File: config.mk
export PLATFORM = sky130hd
export DESIGN_NAME = lan_rx_statistics_monitor
export DESIGN_NICKNAME = d
export VERILOG_FILES = /design/src/rtl/stat_counter_bank.v /design/src/rtl/frame_classifier.v /design/src/rtl/lan_rx_statistics_monitor.v
export VERILOG_INCLUDE_DIRS = /design/src /design/src/rtl
export SDC_FILE = /design/constraint.sdc
export NUM_CORES = 1
export LEC_CHECK = 0
export BUFFER_PORTS_ARGS = -buffer_cell sky130_fd_sc_hd__buf_2
export CAP_MARGIN = 20
export CORE_UTILIZATION = 55
export DETAILED_ROUTE_END_ITERATION = 7
export PLACE_DENSITY = 0.71
export SLEW_MARGIN = 20
export SYNTH_ARGS = -nofsm -noshare
export SYNTH_HDL_FRONTEND = slang
export SYNTH_SLANG_ARGS = --single-unit
File: constraint.sdc
create_clock -name clk -period 6.75 [get_ports clk]
set_input_delay 1.0125 -clock clk [delete_from_list [all_inputs] [get_ports clk]]
set_output_delay 1.0125 -clock clk [all_outputs]
set_load 0.05 [all_outputs]
File: src/rtl/rx_stats_map.vh
// Register offsets, field positions and reset values of the statistics monitor.
`ifndef RX_STATS_MAP_VH
`define RX_STATS_MAP_VH

// Byte offsets of the register words on the bus.
`define OFS_CONFIG    8'h00
`define OFS_TXSTAT    8'h04
`define OFS_RXSTAT    8'h08
`define OFS_INTSTAT   8'h0c
`define OFS_INTMASK   8'h10
`define OFS_CNT_BASE  8'h20

// Configuration word fields.
`define CFG_PROMISC   0
`define CFG_MON_LO    1
`define CFG_MON_HI    2
`define CFG_SAVEBAD   3
`define CFG_LOOP_LO   4
`define CFG_LOOP_HI   5
`define CFG_MINLEN_LO 8
`define CFG_MINLEN_HI 15
`define CFG_USED      32'h0000ff3f
`define CONFIG_RESET  32'h00004000

// Monitor mode encodings.
`define MON_OFF       2'h0
`define MON_OPT1      2'h1
`define MON_OPT2      2'h2
`define MON_OPT3      2'h3
`define LOOP_EXTERNAL 2'h3

// Absolute minimum frame lengths in bytes.
`define ABS_MIN_LEN   16'h0005
`define ABS_MIN_MCAST 16'h0006

// Statistics counter indices.
`define CNT_CRC       0
`define CNT_ALIGN     1
`define CNT_NORES     2
`define CNT_OVERRUN   3
`define CNT_COLL      4
`define CNT_SHORT     5
`define CNT_TOTAL     6
`define CNT_GOOD      7
`define NUM_CNT       8

// Counters kept in each monitor mode.
`define MASK_NORMAL   8'h3f
`define MASK_OPT1     8'haf
`define MASK_OPT23    8'hf3

// Interrupt status bits.
`define INT_RXDONE    0
`define INT_TXDONE    1
`define INT_RXERR     2
`define INT_TRUNC     3
`define INT_USED      4'hf

// Bus responses.
`define RESP_OKAY     2'h0
`define RESP_SLVERR   2'h2

`endif

File: src/rtl/stat_counter_bank.v
// Bank of free-running statistics counters with per-counter increment and clear.
`timescale 1ns/100ps
module stat_counter_bank #(
  parameter NUM   = 8,
  parameter WIDTH = 32
) (
  // Clock and reset.
  input  wire                 clk,
  input  wire                 rst_b,
  // One-cycle increment and clear strobes.
  input  wire [NUM-1:0]       inc,
  input  wire [NUM-1:0]       clr,
  // Counter values, counter i in bits [i*WIDTH +: WIDTH].
  output wire [NUM*WIDTH-1:0] cntFlat
);

  genvar i;

  generate
    for (i = 0; i < NUM; i = i + 1)
    begin : gCnt
      reg [WIDTH-1:0] cnt_q;  // Counter state.

      // A clear that meets an increment leaves one, so the frame is not lost.
      always @(posedge clk or negedge rst_b)
      begin
        if (!rst_b)
          cnt_q <= {WIDTH{1'b0}};
        else if (clr[i])
          cnt_q <= {{(WIDTH-1){1'b0}}, inc[i]};
        else if (inc[i])
          cnt_q <= cnt_q + {{(WIDTH-1){1'b0}}, 1'b1};
      end

      assign cntFlat[i*WIDTH +: WIDTH] = cnt_q;
    end
  endgenerate

endmodule // stat_counter_bank

File: src/rtl/frame_classifier.v
// Per-frame decision logic: which counters move, whether to store or truncate.
`timescale 1ns/100ps
`include "rx_stats_map.vh"
module frame_classifier (
  // Configuration.
  input  wire        promisc,
  input  wire [1:0]  monMode,
  input  wire        saveBad,
  input  wire [7:0]  minLen,
  // Frame facts at its end.
  input  wire [15:0] len,
  input  wire [15:0] space,
  input  wire        addrMatch,
  input  wire        multicast,
  input  wire        sfdSeen,
  input  wire        crcBad,
  input  wire        misaligned,
  input  wire        noRes,
  input  wire        overrun,
  input  wire        coll,
  input  wire        collPre,
  input  wire        lenMismatch,
  // Decisions.
  output wire [7:0]  inc,
  output wire        store,
  output wire        trunc,
  output wire [6:0]  errBits
);

  reg  [7:0] modeMask;  // Counters kept in the current mode.
  wire       pass;      // Frame passes address filtering.
  wire       absOk;     // Delimiter seen and above absolute minimum.
  wire       elig;      // Frame may touch counters.
  wire       long;      // Frame exceeds configured minimum.
  wire       good;      // Frame free of CRC, resource, overrun and collision errors.
  wire [7:0] raw;       // Counter hits before masking.

  // Promiscuous capture skips the destination check.
  assign pass  = promisc | addrMatch;
  assign absOk = sfdSeen & (len > (multicast ? `ABS_MIN_MCAST : `ABS_MIN_LEN));
  // The third option looks at every frame, delimiter or not.
  assign elig  = (monMode == `MON_OPT3) | (pass & absOk);
  assign long  = len > {8'h00, minLen};
  assign good  = ~crcBad & ~noRes & ~overrun & ~coll;

  // Counter selection per monitor mode.
  always @*
  begin
    case (monMode)
      `MON_OPT1: modeMask = `MASK_OPT1;
      `MON_OPT2: modeMask = `MASK_OPT23;
      `MON_OPT3: modeMask = `MASK_OPT23;
      default:   modeMask = `MASK_NORMAL;
    endcase
  end

  assign raw[`CNT_CRC]     = long & crcBad & ~misaligned;
  assign raw[`CNT_ALIGN]   = long & crcBad & misaligned;
  assign raw[`CNT_NORES]   = long & noRes;
  assign raw[`CNT_OVERRUN] = long & overrun;
  // Short collisions fall to the short counter; preamble ones vanish.
  assign raw[`CNT_COLL]    = long & coll & ~collPre;
  assign raw[`CNT_SHORT]   = ~long;
  assign raw[`CNT_TOTAL]   = long;
  assign raw[`CNT_GOOD]    = long & good;

  assign inc = elig ? (raw & modeMask) : 8'h00;

  // Options two and three disable storage; option one stores good frames only.
  assign store = ~monMode[1] & pass & absOk &
                 ((long & good) | (saveBad & ~monMode[0]));
  assign trunc = store & (len > space);

  // Error report is kept only when bad frames are saved.
  assign errBits = saveBad ? {lenMismatch, coll & ~collPre, noRes, overrun, ~long,
                              crcBad & misaligned, crcBad & ~misaligned} : 7'h00;

endmodule // frame_classifier

File: src/rtl/lan_rx_statistics_monitor.v
// Network statistics monitor with AXI4-Lite register access and interrupt.
`timescale 1ns/100ps
`include "rx_stats_map.vh"
// Overview of operation
// - Record collision count in transmit status.
// - Flag deferred first attempt in transmit status.
// - Outside option three, counters move only for passing frames with delimiter above absolute minimum.
// - CRC or alignment counter by frame alignment.
// - Count frames dropped for lack of storage.
// - Count frames partly stored by bus overrun.
// - Count receive collisions; short ones, preamble excluded.
// - Count frames at or below configured minimum length.
// - No counter change before address match, except in option three.
// - Promiscuous mode skips destination address check.
// - Oversized frame truncated, status updated, next descriptor.
// - Normal reception needs delimiter and minimum bytes.
// - Two bits pick three monitor options.
// - Option one stores good, six counters.
// - Option two disables reception, filtered frames.
// - Option three disables reception, all frames.
// - Loopback bits 11 drive external loop output.
// - Save bad frames reports all error kinds.
module lan_rx_statistics_monitor #(
  parameter ADDR_W = 8,
  parameter CNT_W  = 32
) (
  // Clock and reset.
  input  wire              clk,
  input  wire              rst_b,
  // AXI4-Lite write address channel.
  input  wire [ADDR_W-1:0] s_axi_awaddr,
  input  wire              s_axi_awvalid,
  output wire              s_axi_awready,
  // AXI4-Lite write data channel.
  input  wire [31:0]       s_axi_wdata,
  input  wire [3:0]        s_axi_wstrb,
  input  wire              s_axi_wvalid,
  output wire              s_axi_wready,
  // AXI4-Lite write response channel.
  output wire [1:0]        s_axi_bresp,
  output wire              s_axi_bvalid,
  input  wire              s_axi_bready,
  // AXI4-Lite read address channel.
  input  wire [ADDR_W-1:0] s_axi_araddr,
  input  wire              s_axi_arvalid,
  output wire              s_axi_arready,
  // AXI4-Lite read data channel.
  output wire [31:0]       s_axi_rdata,
  output wire [1:0]        s_axi_rresp,
  output wire              s_axi_rvalid,
  input  wire              s_axi_rready,
  // Receive frame report from the serial side.
  input  wire              rxFrameEnd,
  input  wire [15:0]       rxLength,
  input  wire [15:0]       rxDescSpace,
  input  wire              rxAddrMatch,
  input  wire              rxMulticast,
  input  wire              rxSfdSeen,
  input  wire              rxCrcBad,
  input  wire              rxMisaligned,
  input  wire              rxNoResource,
  input  wire              rxOverrun,
  input  wire              rxCollision,
  input  wire              rxCollPreamble,
  input  wire              rxLengthMismatch,
  // Transmit frame report.
  input  wire              txFrameDone,
  input  wire [3:0]        txCollisions,
  input  wire              txDeferred,
  // Receive decisions toward the memory side.
  output wire              rxStoreFrame,
  output wire              rxTruncate,
  output wire              rxNextDescriptor,
  output wire [8:0]        rxFrameStatus,
  output wire [4:0]        txFrameStatus,
  // Pins and interrupt.
  output wire              external_loop_output,
  output wire              irq
);

  // Write channel state.
  reg  [ADDR_W-1:0] awAddr_q;     // Captured write address.
  reg               awHeld_q;     // Write address is held.
  reg  [31:0]       wData_q;      // Captured write data.
  reg  [3:0]        wStrb_q;      // Captured byte strobes.
  reg               wHeld_q;      // Write data is held.
  reg               bValid_q;     // Write response pending.
  reg  [1:0]        bResp_q;      // Write response code.
  // Read channel state.
  reg               rValid_q;     // Read data pending.
  reg  [31:0]       rData_q;      // Read data.
  reg  [1:0]        rResp_q;      // Read response code.
  reg  [31:0]       rdMux;        // Combinational read value.
  reg               rdHit;        // Read address is mapped.
  reg               wrHit;        // Write address is mapped.
  // Registers.
  reg  [31:0]       config_q;     // Configuration word.
  reg  [3:0]        intStat_q;    // Sticky interrupt events.
  reg  [3:0]        intMask_q;    // Interrupt enables.
  reg  [8:0]        rxStat_q;     // Last receive frame status.
  reg  [4:0]        txStat_q;     // Last transmit frame status.
  reg  [7:0]        incPulse_q;   // Counter increments for the frame.
  reg               store_q;      // Store strobe.
  reg               trunc_q;      // Truncate strobe.
  reg               extLoop_q;    // External loopback pin.
  reg  [3:0]        intStat_d;    // Next interrupt status.
  // Decoded signals.
  wire              doWrite;      // Held write is performed now.
  wire [31:0]       wMask;        // Byte-enable bit mask.
  wire [7:0]        cntClr;       // Counter clear strobes.
  wire [7:0]        frameInc;     // Classifier counter hits.
  wire              frameStore;   // Classifier store decision.
  wire              frameTrunc;   // Classifier truncate decision.
  wire [6:0]        frameErr;     // Classifier error bits.
  wire [3:0]        intEvt;       // Events this cycle.
  wire [3:0]        intClr;       // Write-one-clear bits.
  wire [8*CNT_W-1:0] cntFlat;     // Counter values.

  // True when an address falls in the counter window.
  function isCntAddr;
    input [ADDR_W-1:0] a;
    begin
      isCntAddr = (a[7:5] == `OFS_CNT_BASE >> 5);
    end
  endfunction

  // Expands byte strobes to a bit mask.
  function [31:0] strbMask;
    input [3:0] s;
    begin
      strbMask = {{8{s[3]}}, {8{s[2]}}, {8{s[1]}}, {8{s[0]}}};
    end
  endfunction

  // Address and data are taken independently; both wait while a response is owed.
  assign s_axi_awready = ~awHeld_q & ~bValid_q;
  assign s_axi_wready  = ~wHeld_q & ~bValid_q;
  assign s_axi_bvalid  = bValid_q;
  assign s_axi_bresp   = bResp_q;
  assign doWrite       = awHeld_q & wHeld_q & ~bValid_q;
  assign wMask         = strbMask(wStrb_q);

  // Write channel capture and response.
  always @(posedge clk or negedge rst_b)
  begin
    if (!rst_b)
    begin
      awAddr_q <= {ADDR_W{1'b0}};
      awHeld_q <= 1'b0;
      wData_q  <= 32'h00000000;
      wStrb_q  <= 4'h0;
      wHeld_q  <= 1'b0;
      bValid_q <= 1'b0;
      bResp_q  <= `RESP_OKAY;
    end
    else
    begin
      if (s_axi_awvalid && s_axi_awready)
      begin
        awAddr_q <= s_axi_awaddr;
        awHeld_q <= 1'b1;
      end
      if (s_axi_wvalid && s_axi_wready)
      begin
        wData_q <= s_axi_wdata;
        wStrb_q <= s_axi_wstrb;
        wHeld_q <= 1'b1;
      end
      if (doWrite)
      begin
        awHeld_q <= 1'b0;
        wHeld_q  <= 1'b0;
        bValid_q <= 1'b1;
        bResp_q  <= wrHit ? `RESP_OKAY : `RESP_SLVERR;
      end
      else if (bValid_q && s_axi_bready)
        bValid_q <= 1'b0;
    end
  end

  // Write address decode; transmit and receive status words are read-only but answer OKAY.
  always @*
  begin
    if (awAddr_q == `OFS_CONFIG)
      wrHit = 1'b1;
    else if (awAddr_q == `OFS_TXSTAT)
      wrHit = 1'b1;
    else if (awAddr_q == `OFS_RXSTAT)
      wrHit = 1'b1;
    else if (awAddr_q == `OFS_INTSTAT)
      wrHit = 1'b1;
    else if (awAddr_q == `OFS_INTMASK)
      wrHit = 1'b1;
    else if (isCntAddr(awAddr_q) && (awAddr_q[1:0] == 2'h0))
      wrHit = 1'b1;
    else
      wrHit = 1'b0;
  end

  // A write of any value to a counter word clears that counter.
  genvar g;
  generate
    for (g = 0; g < `NUM_CNT; g = g + 1)
    begin : gClr
      assign cntClr[g] = doWrite & isCntAddr(awAddr_q) & (awAddr_q[4:2] == g) &
                         (awAddr_q[1:0] == 2'h0) & (|wStrb_q);
    end
  endgenerate

  // Configuration and mask registers honour byte strobes.
  always @(posedge clk or negedge rst_b)
  begin
    if (!rst_b)
    begin
      config_q  <= `CONFIG_RESET;
      intMask_q <= 4'h0;
      extLoop_q <= 1'b0;
    end
    else
    begin
      if (doWrite && (awAddr_q == `OFS_CONFIG))
        config_q <= ((config_q & ~wMask) | (wData_q & wMask)) & `CFG_USED;
      if (doWrite && (awAddr_q == `OFS_INTMASK))
        intMask_q <= (intMask_q & ~wMask[3:0]) | (wData_q[3:0] & wMask[3:0]);
      // Both loopback bits set select the external loop.
      extLoop_q <= (config_q[`CFG_LOOP_HI:`CFG_LOOP_LO] == `LOOP_EXTERNAL);
    end
  end

  // Frame decision logic.
  frame_classifier uClass (
    .promisc     (config_q[`CFG_PROMISC]),
    .monMode     (config_q[`CFG_MON_HI:`CFG_MON_LO]),
    .saveBad     (config_q[`CFG_SAVEBAD]),
    .minLen      (config_q[`CFG_MINLEN_HI:`CFG_MINLEN_LO]),
    .len         (rxLength),
    .space       (rxDescSpace),
    .addrMatch   (rxAddrMatch),
    .multicast   (rxMulticast),
    .sfdSeen     (rxSfdSeen),
    .crcBad      (rxCrcBad),
    .misaligned  (rxMisaligned),
    .noRes       (rxNoResource),
    .overrun     (rxOverrun),
    .coll        (rxCollision),
    .collPre     (rxCollPreamble),
    .lenMismatch (rxLengthMismatch),
    .inc         (frameInc),
    .store       (frameStore),
    .trunc       (frameTrunc),
    .errBits     (frameErr)
  );

  // Frame end is a single strobe, so each counter sees at most one pulse per frame.
  always @(posedge clk or negedge rst_b)
  begin
    if (!rst_b)
    begin
      incPulse_q <= 8'h00;
      store_q    <= 1'b0;
      trunc_q    <= 1'b0;
      rxStat_q   <= 9'h000;
      txStat_q   <= 5'h00;
    end
    else
    begin
      incPulse_q <= rxFrameEnd ? frameInc : 8'h00;
      store_q    <= rxFrameEnd & frameStore;
      trunc_q    <= rxFrameEnd & frameTrunc;
      if (rxFrameEnd)
        rxStat_q <= {frameTrunc, frameStore, frameErr};
      if (txFrameDone)
        txStat_q <= {txDeferred, txCollisions};
    end
  end

  assign rxStoreFrame     = store_q;
  assign rxTruncate       = trunc_q;
  // A stored frame always moves on to a fresh descriptor.
  assign rxNextDescriptor = store_q;
  assign rxFrameStatus    = rxStat_q;
  assign txFrameStatus    = txStat_q;
  assign external_loop_output = extLoop_q;

  // Statistics counters.
  stat_counter_bank #(
    .NUM   (`NUM_CNT),
    .WIDTH (CNT_W)
  ) uCnt (
    .clk     (clk),
    .rst_b   (rst_b),
    .inc     (incPulse_q),
    .clr     (cntClr),
    .cntFlat (cntFlat)
  );

  // Receive interrupt events are taken from the registered frame strobes; transmit done comes straight from txFrameDone.
  assign intEvt[`INT_RXDONE] = store_q | (|incPulse_q);
  assign intEvt[`INT_TXDONE] = txFrameDone;
  assign intEvt[`INT_RXERR]  = store_q & (|rxStat_q[6:0]);
  assign intEvt[`INT_TRUNC]  = trunc_q;
  assign intClr = (doWrite && (awAddr_q == `OFS_INTSTAT)) ?
                  (wData_q[3:0] & wMask[3:0]) : 4'h0;

  // Sticky status; a new event beats a clear in the same cycle.
  always @*
  begin
    intStat_d = ((intStat_q & ~intClr) | intEvt) & `INT_USED;
  end

  always @(posedge clk or negedge rst_b)
  begin
    if (!rst_b)
      intStat_q <= 4'h0;
    else
      intStat_q <= intStat_d;
  end

  assign irq = |(intStat_q & intMask_q);

  // Read channel: one pending answer, address taken only when idle.
  assign s_axi_arready = ~rValid_q;
  assign s_axi_rvalid  = rValid_q;
  assign s_axi_rdata   = rData_q;
  assign s_axi_rresp   = rResp_q;

  // Read address decode.
  always @*
  begin
    rdMux = 32'h00000000;
    rdHit = 1'b1;
    if (s_axi_araddr == `OFS_CONFIG)
      rdMux = config_q;
    else if (s_axi_araddr == `OFS_TXSTAT)
      rdMux = {27'h0000000, txStat_q};
    else if (s_axi_araddr == `OFS_RXSTAT)
      rdMux = {23'h000000, rxStat_q};
    else if (s_axi_araddr == `OFS_INTSTAT)
      rdMux = {28'h0000000, intStat_q};
    else if (s_axi_araddr == `OFS_INTMASK)
      rdMux = {28'h0000000, intMask_q};
    else if (isCntAddr(s_axi_araddr) && (s_axi_araddr[1:0] == 2'h0))
      rdMux = cntFlat[s_axi_araddr[4:2]*CNT_W +: 32];
    else
      rdHit = 1'b0;
  end

  // Read data is registered at the address handshake.
  always @(posedge clk or negedge rst_b)
  begin
    if (!rst_b)
    begin
      rValid_q <= 1'b0;
      rData_q  <= 32'h00000000;
      rResp_q  <= `RESP_OKAY;
    end
    else if (s_axi_arvalid && s_axi_arready)
    begin
      rValid_q <= 1'b1;
      rData_q  <= rdMux;
      rResp_q  <= rdHit ? `RESP_OKAY : `RESP_SLVERR;
    end
    else if (rValid_q && s_axi_rready)
      rValid_q <= 1'b0;
  end

endmodule // lan_rx_statistics_monitor

==> run summary, run 1 <==
status = finished, final reports clean
worst hold path endpoint = s_axi_rdata[20]
Syn Inst Count = 1954
Cells on Worst Hold Path = 2
HP Start = s_axi_rdata[20]
Crit path max-delay family = buffers and inverters
first-pass GRT wire length = 85.3 mm
starting density of the core = 0.558
cell mode on critical path = buf_4
setup repair bufs after CTS = 0
antenna-violating nets left = 0
via count = 15.9k
setup TNS = 0 ps
Post-route DRC = 0
number of enable flip-flop cells after synthesis = 0
layout cells sized above 1 = 0.174
average wire per standard cell = 21.1 um
Top FF cell, synth = dfrtp_1
core box area = 0.0355 mm2
Fin Hold WS = 478 ps
TritonCTS Buffers = 40
# resized after CTS = 0
GPL Wtd Cong = 0.922
Final Hold Fails = 0
Clock Tree Root = clkbuf_16
Reg-to-Reg End = uCnt.gCnt[3].cnt_q[17]
Pre-antenna DRT Iters = 6
Ant. Diodes = 0
Worst Hold Class = flop to flop
Layout area overhead = 12.9%
WP buf/inv = 2
Seq/Total Area, Yosys = 0.464
pin count of the biggest net entering global routing = 178
power density cells = 252 mW/mm2
Worst setup SP type = primary input
final setup vio count = 0
YS warnings = 0
initial antenna violation count = 0
Filler Cell Count = 2859
critical-path maximum fanout = 42
Pleak = 10.1 nW
number of global-route vias before repair = 15.0k
Clock transition at path regs = 60 ps
fin area = 0.0224 mm2
Worst Max-Slew Pin Slew = 1110 ps
worst path cell trace = buf_4 -> buf_4 -> mux4_2 -> mux2i_1 -> a221oi_1 -> o22ai_1 -> o21ai_0
R2R cell count = 6
Final #Nets = 2221
Post-DP HPWL = 39.4 mm
Fmax = 322 MHz
asr flop ratio synth = 1.00
largest area contributor in the netlist = dfrtp_1
Worst Clk Skew = 13.5 ps
Max Slew Vio Count = 0
IO Pins = 168
Via density = 6.21
DR iter-0 viols = 1548
die width = 192 um
most frequent cell after synthesis = dfrtp_1
Rows = 69
CTS tree = done
Die Area = 0.0368 mm2
FF+latch count, synth = 367
clock sink total = 367
DIE HEIGHT = 192 um
Placed Instance Area = 0.0210 mm2
register area = 0.00919 mm2
grt total ovfl = 0
count of different cell masters after synthesis = 66
# H-tree levels = 2
Tcrit/Tclk final = 0.461
synth cell count leaders = dfrtp_1, nor2_1, nand2_1
cts hold-fix bufs = 0
Synth top area share = 0.463
final WL = 54.3 mm
synthesized area per cell = 10.1 um2
Synth area leaders = dfrtp_1, mux4_2, xor2_1, nor2_1, xnor2_1
slowest stage cell, crit path = buf_4
gr usage total = 0.300
area of the multi-input gates = 0.0101 mm2
flop2flop setup slack = 3950 ps
Clk Latency, worst-skew pair = 540 ps
max cap viols = 0
Worst EP arrival = 3480 ps
CP required = 7120 ps
IR drop worst, VDD = 0.366 mV
IO Port Bufs = 147
Longest Clk Path Bufs = 3
RSZ-0062 raised after global routing = false
min Tclk post-route = 3110 ps
Worst path max stage delay = 700 ps
Setup crit end kind = flop
Reg2Reg Launch Point = awAddr_q[4]
kind of critical path = primary input to flop
synthesized area = 0.0198 mm2
Worst slew margin = 0.260
==> logic make-up (layout without fill, tap and decap cells) <==
kind of cell | after synthesis | in the layout | synth area share
xor gates and xnor gates | 216 | 216 | 0.0956
DFF | 367 | 367 | 0.464
adders and majority gates | 34 | 34 | 0.0215
buffers and inverters | 143 | 294 | 0.0289
muxes | 156 | 156 | 0.123
other | 1 | 2 | 0.000189
and+or+nand+nor | 861 | 861 | 0.215
AOI/OAI and AO/OA | 176 | 176 | 0.0522
==> placed cells by master, fill, tap and decap left out, drive strengths merged, types with 7 or more instances in the layout <==
master	instances
dfrtp	366
nor2	292
nand2	164
buf	164
xor2	128
nand4	89
xnor2	88
nand3	87
o21ai	82
mux4	64
clkbuf	62
inv	60
mux2	51
a21oi	45
nor3	43
mux2i	41
and3	40
ha	34
nor4	34
or3	32
and4	24
nand2b	13
and2	11
a221oi	8
o22ai	8
nor2b	7
==> area by class of cell <==
type | instances | area share
clock buffer | 62 | 0.0553
multi-input combinational | 1445 | 0.452
clock inverter | 7 | 0.00543
tap | 461 | 0.0258
inverter | 61 | 0.0102
sequential | 367 | 0.411
timing repair buffer | 164 | 0.0408
==> how the worst max path moves through the flow <==
stage,startpoint,to,slack (ps),depth (start not counted)
floorplan,s_axi_araddr[2],s_axi_rdata[2],4110,8
global placement,s_axi_araddr[2],s_axi_rdata[2],3080,7
global route,s_axi_araddr[2],s_axi_rdata[15],3390,7
CTS,s_axi_araddr[2],s_axi_rdata[2],3610,7
detailed placement,s_axi_araddr[2],s_axi_rdata[2],3060,7
finish,s_axi_araddr[2],s_axi_rdata[2],3640,7
==> per-layer routing <==
| metal | GRT usage | wire length, um |
|---|---|---|
| met1 | 0.438 | 23800 |
| met2 | 0.461 | 24800 |
| met3 | 0.0444 | 4100 |
| met4 | 0.0962 | 1570 |
| met5 | 0 | 0 |
==> through the flow <==
stage | util | std cells | power (mW) | setup slack, ps
6_report | 0.630 | 2567 | 5.63 | 3640
5_1_grt | 0.630 | 2567 | 5.84 | 3390
4_1_cts | 0.629 | 2566 | 5.64 | 3610
3_5_place_dp | 0.591 | 2497 | 3.37 | 3060
3_3_place_gp | 0.591 | 2497 | 3.34 | 3080
2_1_floorplan | - | 1955 | 3.08 | 4110
==> worst min-delay path: stages, from the launching register on <==
cell	delay (ps)
dfrtp_1	330
nand2_1	50
o21ai_0	60
==> power by group <==
part / total [mW] / leakage [nW] / switching (mW) / internal [mW]
Sequential: 2.62 / 5.00 / 0.244 / 2.37
Combinational: 0.744 / 4.41 / 0.439 / 0.305
Clock: 2.27 / 0.668 / 0.898 / 1.37
==> registers in the layout, summed over array words and instances (netlist names), 4 cells and up, named ones only <==
register,cells
rxFrameStatus,9
uCnt.gCnt.cnt_q,256
wStrb_q,4
s_axi_rdata,32
awAddr_q,8
txFrameStatus,5
wData_q,14
intStat_q,4
incPulse_q,8
Power figures use the tool's default switching activity.
==> run 2, diff against run 1 <==
- clock period: 6.75 -> 2.9 ns (I/O delays scaled with it)
==> run 2 against run 1 <==
Net effect:
- flip-flop and latch count stayed put
- clock skew barely moved
- cell area up 1.1%
- non-clock buffer count rose by 32
- total power up 130%
- utilization rose by 0.70 points
- critical path type is now flop to flop
- largest power group unchanged
- highest routed layer is now met5
==> run summary, run 2 (synthesis gave the netlist of run 1 again) <==
most frequent cells in the layout = dfrtp_1, nor2_1, nand2_1, buf_2, xor2_1
DIE HEIGHT = 192 um (unchanged)
Final Hold Fails = 0 (unchanged)
final worst setup slack = 465 ps (-3180 ps)
Placed Cells = 2529 (+1.3%)
CP required = 3350 ps (-3770 ps)
core box area = 0.0355 mm2 (unchanged)
IR drop worst, VDD = 0.666 mV (+82%)
power density cells = 577 mW/mm2 (+130%)
Filler Cell Count = 2843 (-0.56%)
RSZ-0062 raised after global routing = false
Via density = 6.11 (-1.6%)
Longest Clk Path Bufs = 3 (unchanged)
grt met2 use = 0.477 (+0.0154)
via count = 15.9k (-0.41%)
Layout area overhead = 14.2%
Worst EP arrival = 2890 ps (-590 ps)
Setup crit end kind = flop
# resized after CTS = 0 (unchanged)
Clk Latency, worst-skew pair = 540 ps (about the same)
R2R cell count = 5 (-1)
min Tclk post-route = 2440 ps
Pleak = 10.2 nW (+1.6%)
busiest layer in global routing = met2
Fmax = 411 MHz
Post-DP HPWL = 40.8 mm (+3.4%)
most common cell after layout, fill and taps aside = dfrtp_1
M1 GR Usage = 0.437 (-0.00130)
first-pass GRT wire length = 86.7 mm (+1.7%)
Final Util = 0.637 (+0.00702)
die width = 192 um (unchanged)
clock sink total = 367 (unchanged)
Final #Nets = 2253 (+1.4%)
Largest register FFs = 256 (unchanged)
pin count of the biggest net entering global routing = 92 (-48%)
Clock Tree Root = clkbuf_16
post-layout instance count excluding filler cells = 2598 (+1.2%)
final setup vio count = 0 (unchanged)
GRT met3 Usage = 0.0457 (+0.00128)
Ant. Diodes = 0 (unchanged)
grt total ovfl = 0 (unchanged)
GPL Wtd Cong = 0.943 (+2.3%)
layout cells sized above 1 = 0.184 (+0.0106)
final WL = 55.1 mm (+1.5%)
Worst setup SP type = flop
Worst Hold Class = primary input to flop
Cells on Worst Hold Path = 2 (unchanged)
IO Port Bufs = 147 (unchanged)
setup TNS = 0 ps (unchanged)
TritonCTS Buffers = 40 (unchanged)
Clock transition at path regs = 60 ps (about the same)
number of global-route vias before repair = 15.3k (+1.9%)
kind of critical path = flop to flop
average wire per standard cell = 21.2 um (+0.24%)
DR iter-0 viols = 1397 (-9.8%)
starting density of the core = 0.558 (unchanged)
gr usage total = 0.308 (+0.00736)
max cap viols = 0 (unchanged)
antenna-violating nets left = 0 (unchanged)
Max Slew Vio Count = 0 (unchanged)
Worst Max-Slew Pin Slew = 1010 ps (-99.1 ps)
CTS tree = done
initial antenna violation count = 1 (+1)
Tcrit/Tclk final = 0.840
Post-route DRC = 0 (unchanged)
Worst slew margin = 0.323 (+0.0637)
# H-tree levels = 2 (unchanged)
Die Area = 0.0368 mm2 (unchanged)
total power = 13.1 mW (+130%)
Pre-antenna DRT Iters = 5 (-1)
status = finished, final reports clean
Post-Place Setup Slack = 462 ps (-2590 ps)
Rows = 69 (unchanged)
Biggest register = uCnt.gCnt.cnt_q
IO Pins = 168 (unchanged)
Worst Clk Skew = 13.3 ps (-0.282 ps)
critical-path maximum fanout = 7 (-83%)
## run 2: final timing paths
check	start	endpoint	slack (ps)
setup / recovery	awAddr_q[4]	uCnt.gCnt[2].cnt_q[26]	460
hold / removal	s_axi_rready	s_axi_rvalid	80
setup reg to reg	awAddr_q[4]	uCnt.gCnt[2].cnt_q[26]	460
hold reg to reg	s_axi_rdata[29]	s_axi_rdata[29]	480
max in group asynchronous	rst_b	uCnt.gCnt[5].cnt_q[16]	1590
min in group asynchronous	rst_b	s_axi_rdata[3]	450
## run 2: layer usage
layer  up-vias  routed length [um]  share of wire
li1       7228                   -              -
met1      7866               23900           0.43
met2       661               24800           0.45
met3       120                4130          0.075
met4         2                2220          0.040
met5         -                  13        0.00024
## run 2: stage by stage
step	hold WS [ps]	cell area [um2]
floorplan	139	19800
global placement	426	21300
detailed placement	427	21300
CTS	74.7	22600
global route	81.8	22600
finish	83.3	22600
## run 2: report_power, final
part | leakage (nW) | internal (mW) | switching, mW
Sequential | 5.00 | 5.53 | 0.492
Clock | 0.647 | 3.09 | 2.08
Combinational | 4.60 | 0.766 | 1.10
## run 2: cell type report
type | count | area (um2) | share of cell area
clock inverter | 12 | 160 | 0.00709
multi-input combinational | 1445 | 10100 | 0.446
tap | 461 | 577 | 0.0255
sequential | 367 | 9190 | 0.406
clock buffer | 56 | 1140 | 0.0505
timing repair buffer | 196 | 1220 | 0.0540
inverter | 61 | 229 | 0.0101
## run 2: repair_timing
| item | in CTS | in global routing |
|---|---|---|
| hold endpoints to repair | 56 | 0 |
| hold buffers | 1 | 0 |
| setup buffers | 0 | 0 |
## run 2: critical path: stages, from the launching register on
cell	delay, ps
dfrtp_1	390
nor4b_1	500
and4_1	470
o2111ai_1	390
or3_1	450
a21oi_1	140
==> run 3, diff against run 2 <==
- clock period: 2.9 -> 2.4 ns (I/O delays scaled with it)
==> run 3 against run 2 <==
Net effect:
- register-to-register slack got worse by 390 ps
- utilization rose by 1.0 points
- clock power rose by 19%
- non-clock buffer count rose by 40
- largest power group unchanged
- sequential share of layout area fell by 0.62 points
- final cell count rose by 1.6%
- clock skew rose by 2.5 ps
- die area did not move
- critical path type unchanged
- worst hold slack got worse by 36 ps
- via count rose by 0.59%
- worst setup slack got worse by 390 ps
- cell area rose by 1.6%
==> run summary, run 3 (synthesis gave the netlist of run 1 again) <==
Clock transition at path regs = 60 ps (about the same)
most frequent cells in the layout = dfrtp_1, nor2_1, nand2_1, buf_2, xor2_1
RSZ-0062 raised after global routing = false
Max Slew Vio Count = 0 (unchanged)
Via density = 6.05 (-0.97%)
Pre-antenna DRT Iters = 6 (+1)
die width = 192 um (unchanged)
Post-DP HPWL = 41.4 mm (+1.6%)
Biggest register = uCnt.gCnt.cnt_q
DR iter-0 viols = 1586 (+14%)
layout cells sized above 1 = 0.201 (+0.0163)
Tcrit/Tclk final = 0.968 (+0.129)
Fmax = 430 MHz (+4.8%)
Die Area = 0.0368 mm2 (unchanged)
Longest Clk Path Bufs = 3 (unchanged)
clock sink total = 367 (unchanged)
Worst slew margin = 0.579 (+0.256)
status = finished, final reports clean
Worst Max-Slew Pin Slew = 631 ps (-380 ps)
starting density of the core = 0.558 (unchanged)
Setup crit end kind = flop
Worst EP arrival = 2750 ps (-140 ps)
core box area = 0.0355 mm2 (unchanged)
IO Pins = 168 (unchanged)
Pleak = 10.4 nW (+2.0%)
DIE HEIGHT = 192 um (unchanged)
Clk Latency, worst-skew pair = 550 ps (about the same)
Final #Nets = 2293 (+1.8%)
Worst Clk Skew = 15.8 ps (+2.55 ps)
pin count of the biggest net entering global routing = 71 (-23%)
CP required = 2830 ps (-520 ps)
number of global-route vias before repair = 15.4k (+1.1%)
Ant. Diodes = 0 (unchanged)
IO Port Bufs = 147 (unchanged)
fin area = 0.0230 mm2 (+1.6%)
# H-tree levels = 2 (unchanged)
via count = 16.0k (+0.59%)
antenna-violating nets left = 0 (unchanged)
GPL Wtd Cong = 0.970 (+2.9%)
TritonCTS Buffers = 40 (unchanged)
first-pass GRT wire length = 86.5 mm (-0.27%)
kind of critical path = flop to flop
Placed Instance Area = 0.0216 mm2 (+1.5%)
Largest register FFs = 256 (unchanged)
min Tclk post-route = 2320 ps (-111 ps)
Final Util = 0.647 (+0.0101)
most common cell after layout, fill and taps aside = dfrtp_1
final setup vio count = 0 (unchanged)
critical-path maximum fanout = 5 (-2)
Post-route DRC = 0 (unchanged)
initial antenna violation count = 0 (-1)
average wire per standard cell = 20.9 um (-1.2%)
IR drop worst, VDD = 0.988 mV (+48%)
Rows = 69 (unchanged)
Layout area overhead = 16.0%
setup TNS = 0 ps (unchanged)
Clock Tree Root = clkbuf_16
Final Hold Fails = 0 (unchanged)
power density cells = 686 mW/mm2 (+19%)
grt total ovfl = 0 (unchanged)
gr usage total = 0.309 (+0.00109)
Worst setup SP type = flop
CTS tree = done
max cap viols = 0 (unchanged)
final WL = 55.3 mm (+0.39%)
Worst Hold Class = primary input to flop
## run 3: changes by cell type in the layout (fill, tap and decap cells not counted)
cell	previous run	this run
nor4_2	4	5
dlygate4sd3_1	1	3
clkinv_2	8	6
nor4_1	28	27
dfrtp_1	366	364
bufinv_16	4	2
nor4b_2	0	1
buf_12	8	12
clkbuf_8	6	9
nor4b_1	4	3
inv_6	0	2
dfrtp_2	0	2
buf_4	42	76
## run 3: per-layer routing
| layer | track usage | vias to the layer above | routed length (um) |
|---|---|---|---|
| met2 | 0.472 | 661 | 24900 |
| met4 | 0.118 | 0 | 2140 |
| met5 | 0 | - | 0 |
| met3 | 0.0616 | 121 | 4650 |
| li1 | - | 7312 | - |
| met1 | 0.434 | 7877 | 23500 |
## run 3: critical path: stages (launching register included)
cell and delay [ps]:
dfrtp_1 390, or4_4 560, and3_1 250, a41oi_1 430, nor3_2 120, nand4_1 120
mux2_2 340
## run 3: path summary, 6_finish.rpt
path / from / cells after the start / slack [ps] / to
min in group asynchronous: rst_b / 2 / 390 / rxFrameStatus[3]
min: s_axi_awaddr[4] / 3 / 50 / awAddr_q[4]
max reg2reg: wStrb_q[1] / 6 / 80 / uCnt.gCnt[4].cnt_q[29]
max in group asynchronous: rst_b / 3 / 1210 / uCnt.gCnt[6].cnt_q[20]
min reg2reg: s_axi_rdata[16] / 2 / 470 / s_axi_rdata[16]
max: wStrb_q[1] / 6 / 80 / uCnt.gCnt[4].cnt_q[29]
## run 3: layout make-up
| type | instances | area (um2) |
|---|---|---|
| clock buffers | 59 | 1180 |
| clock inverters | 10 | 108 |
| fillers | 2782 | 12500 |
| inverters | 61 | 229 |
| multi-input cells | 1445 | 10100 |
| flip-flops and latches | 367 | 9190 |
| well taps | 461 | 577 |
| repair buffers | 236 | 1580 |
## run 3: report_power, final
part	total, mW	switching [mW]	internal (mW)
sequential	7.24	0.562	6.68
clock	6.13	2.51	3.62
combinational	2.38	1.37	1.01
## run 3: through the flow
stage | setup slack, ps | total power [mW] | hold WS [ps] | cells
5_1_grt | 2.88 | 16.3 | 37.9 | 2639
6_report | 75.9 | 15.8 | 46.9 | 2639
2_1_floorplan | 113 | 8.67 | 64.4 | 1955
4_1_cts | 103 | 15.8 | 29.4 | 2637
3_5_place_dp | 117 | 9.68 | 385 | 2565
3_3_place_gp | 164 | 9.58 | 380 | 2565
## run 3: timing repair
action | in CTS | in global routing
endpoints found under the setup margin | 0 | 6
hold buffers | 3 | 0
endpoints found under the hold margin | 63 | 0
buffers inserted | 0 | 2
resized for setup | 0 | 4
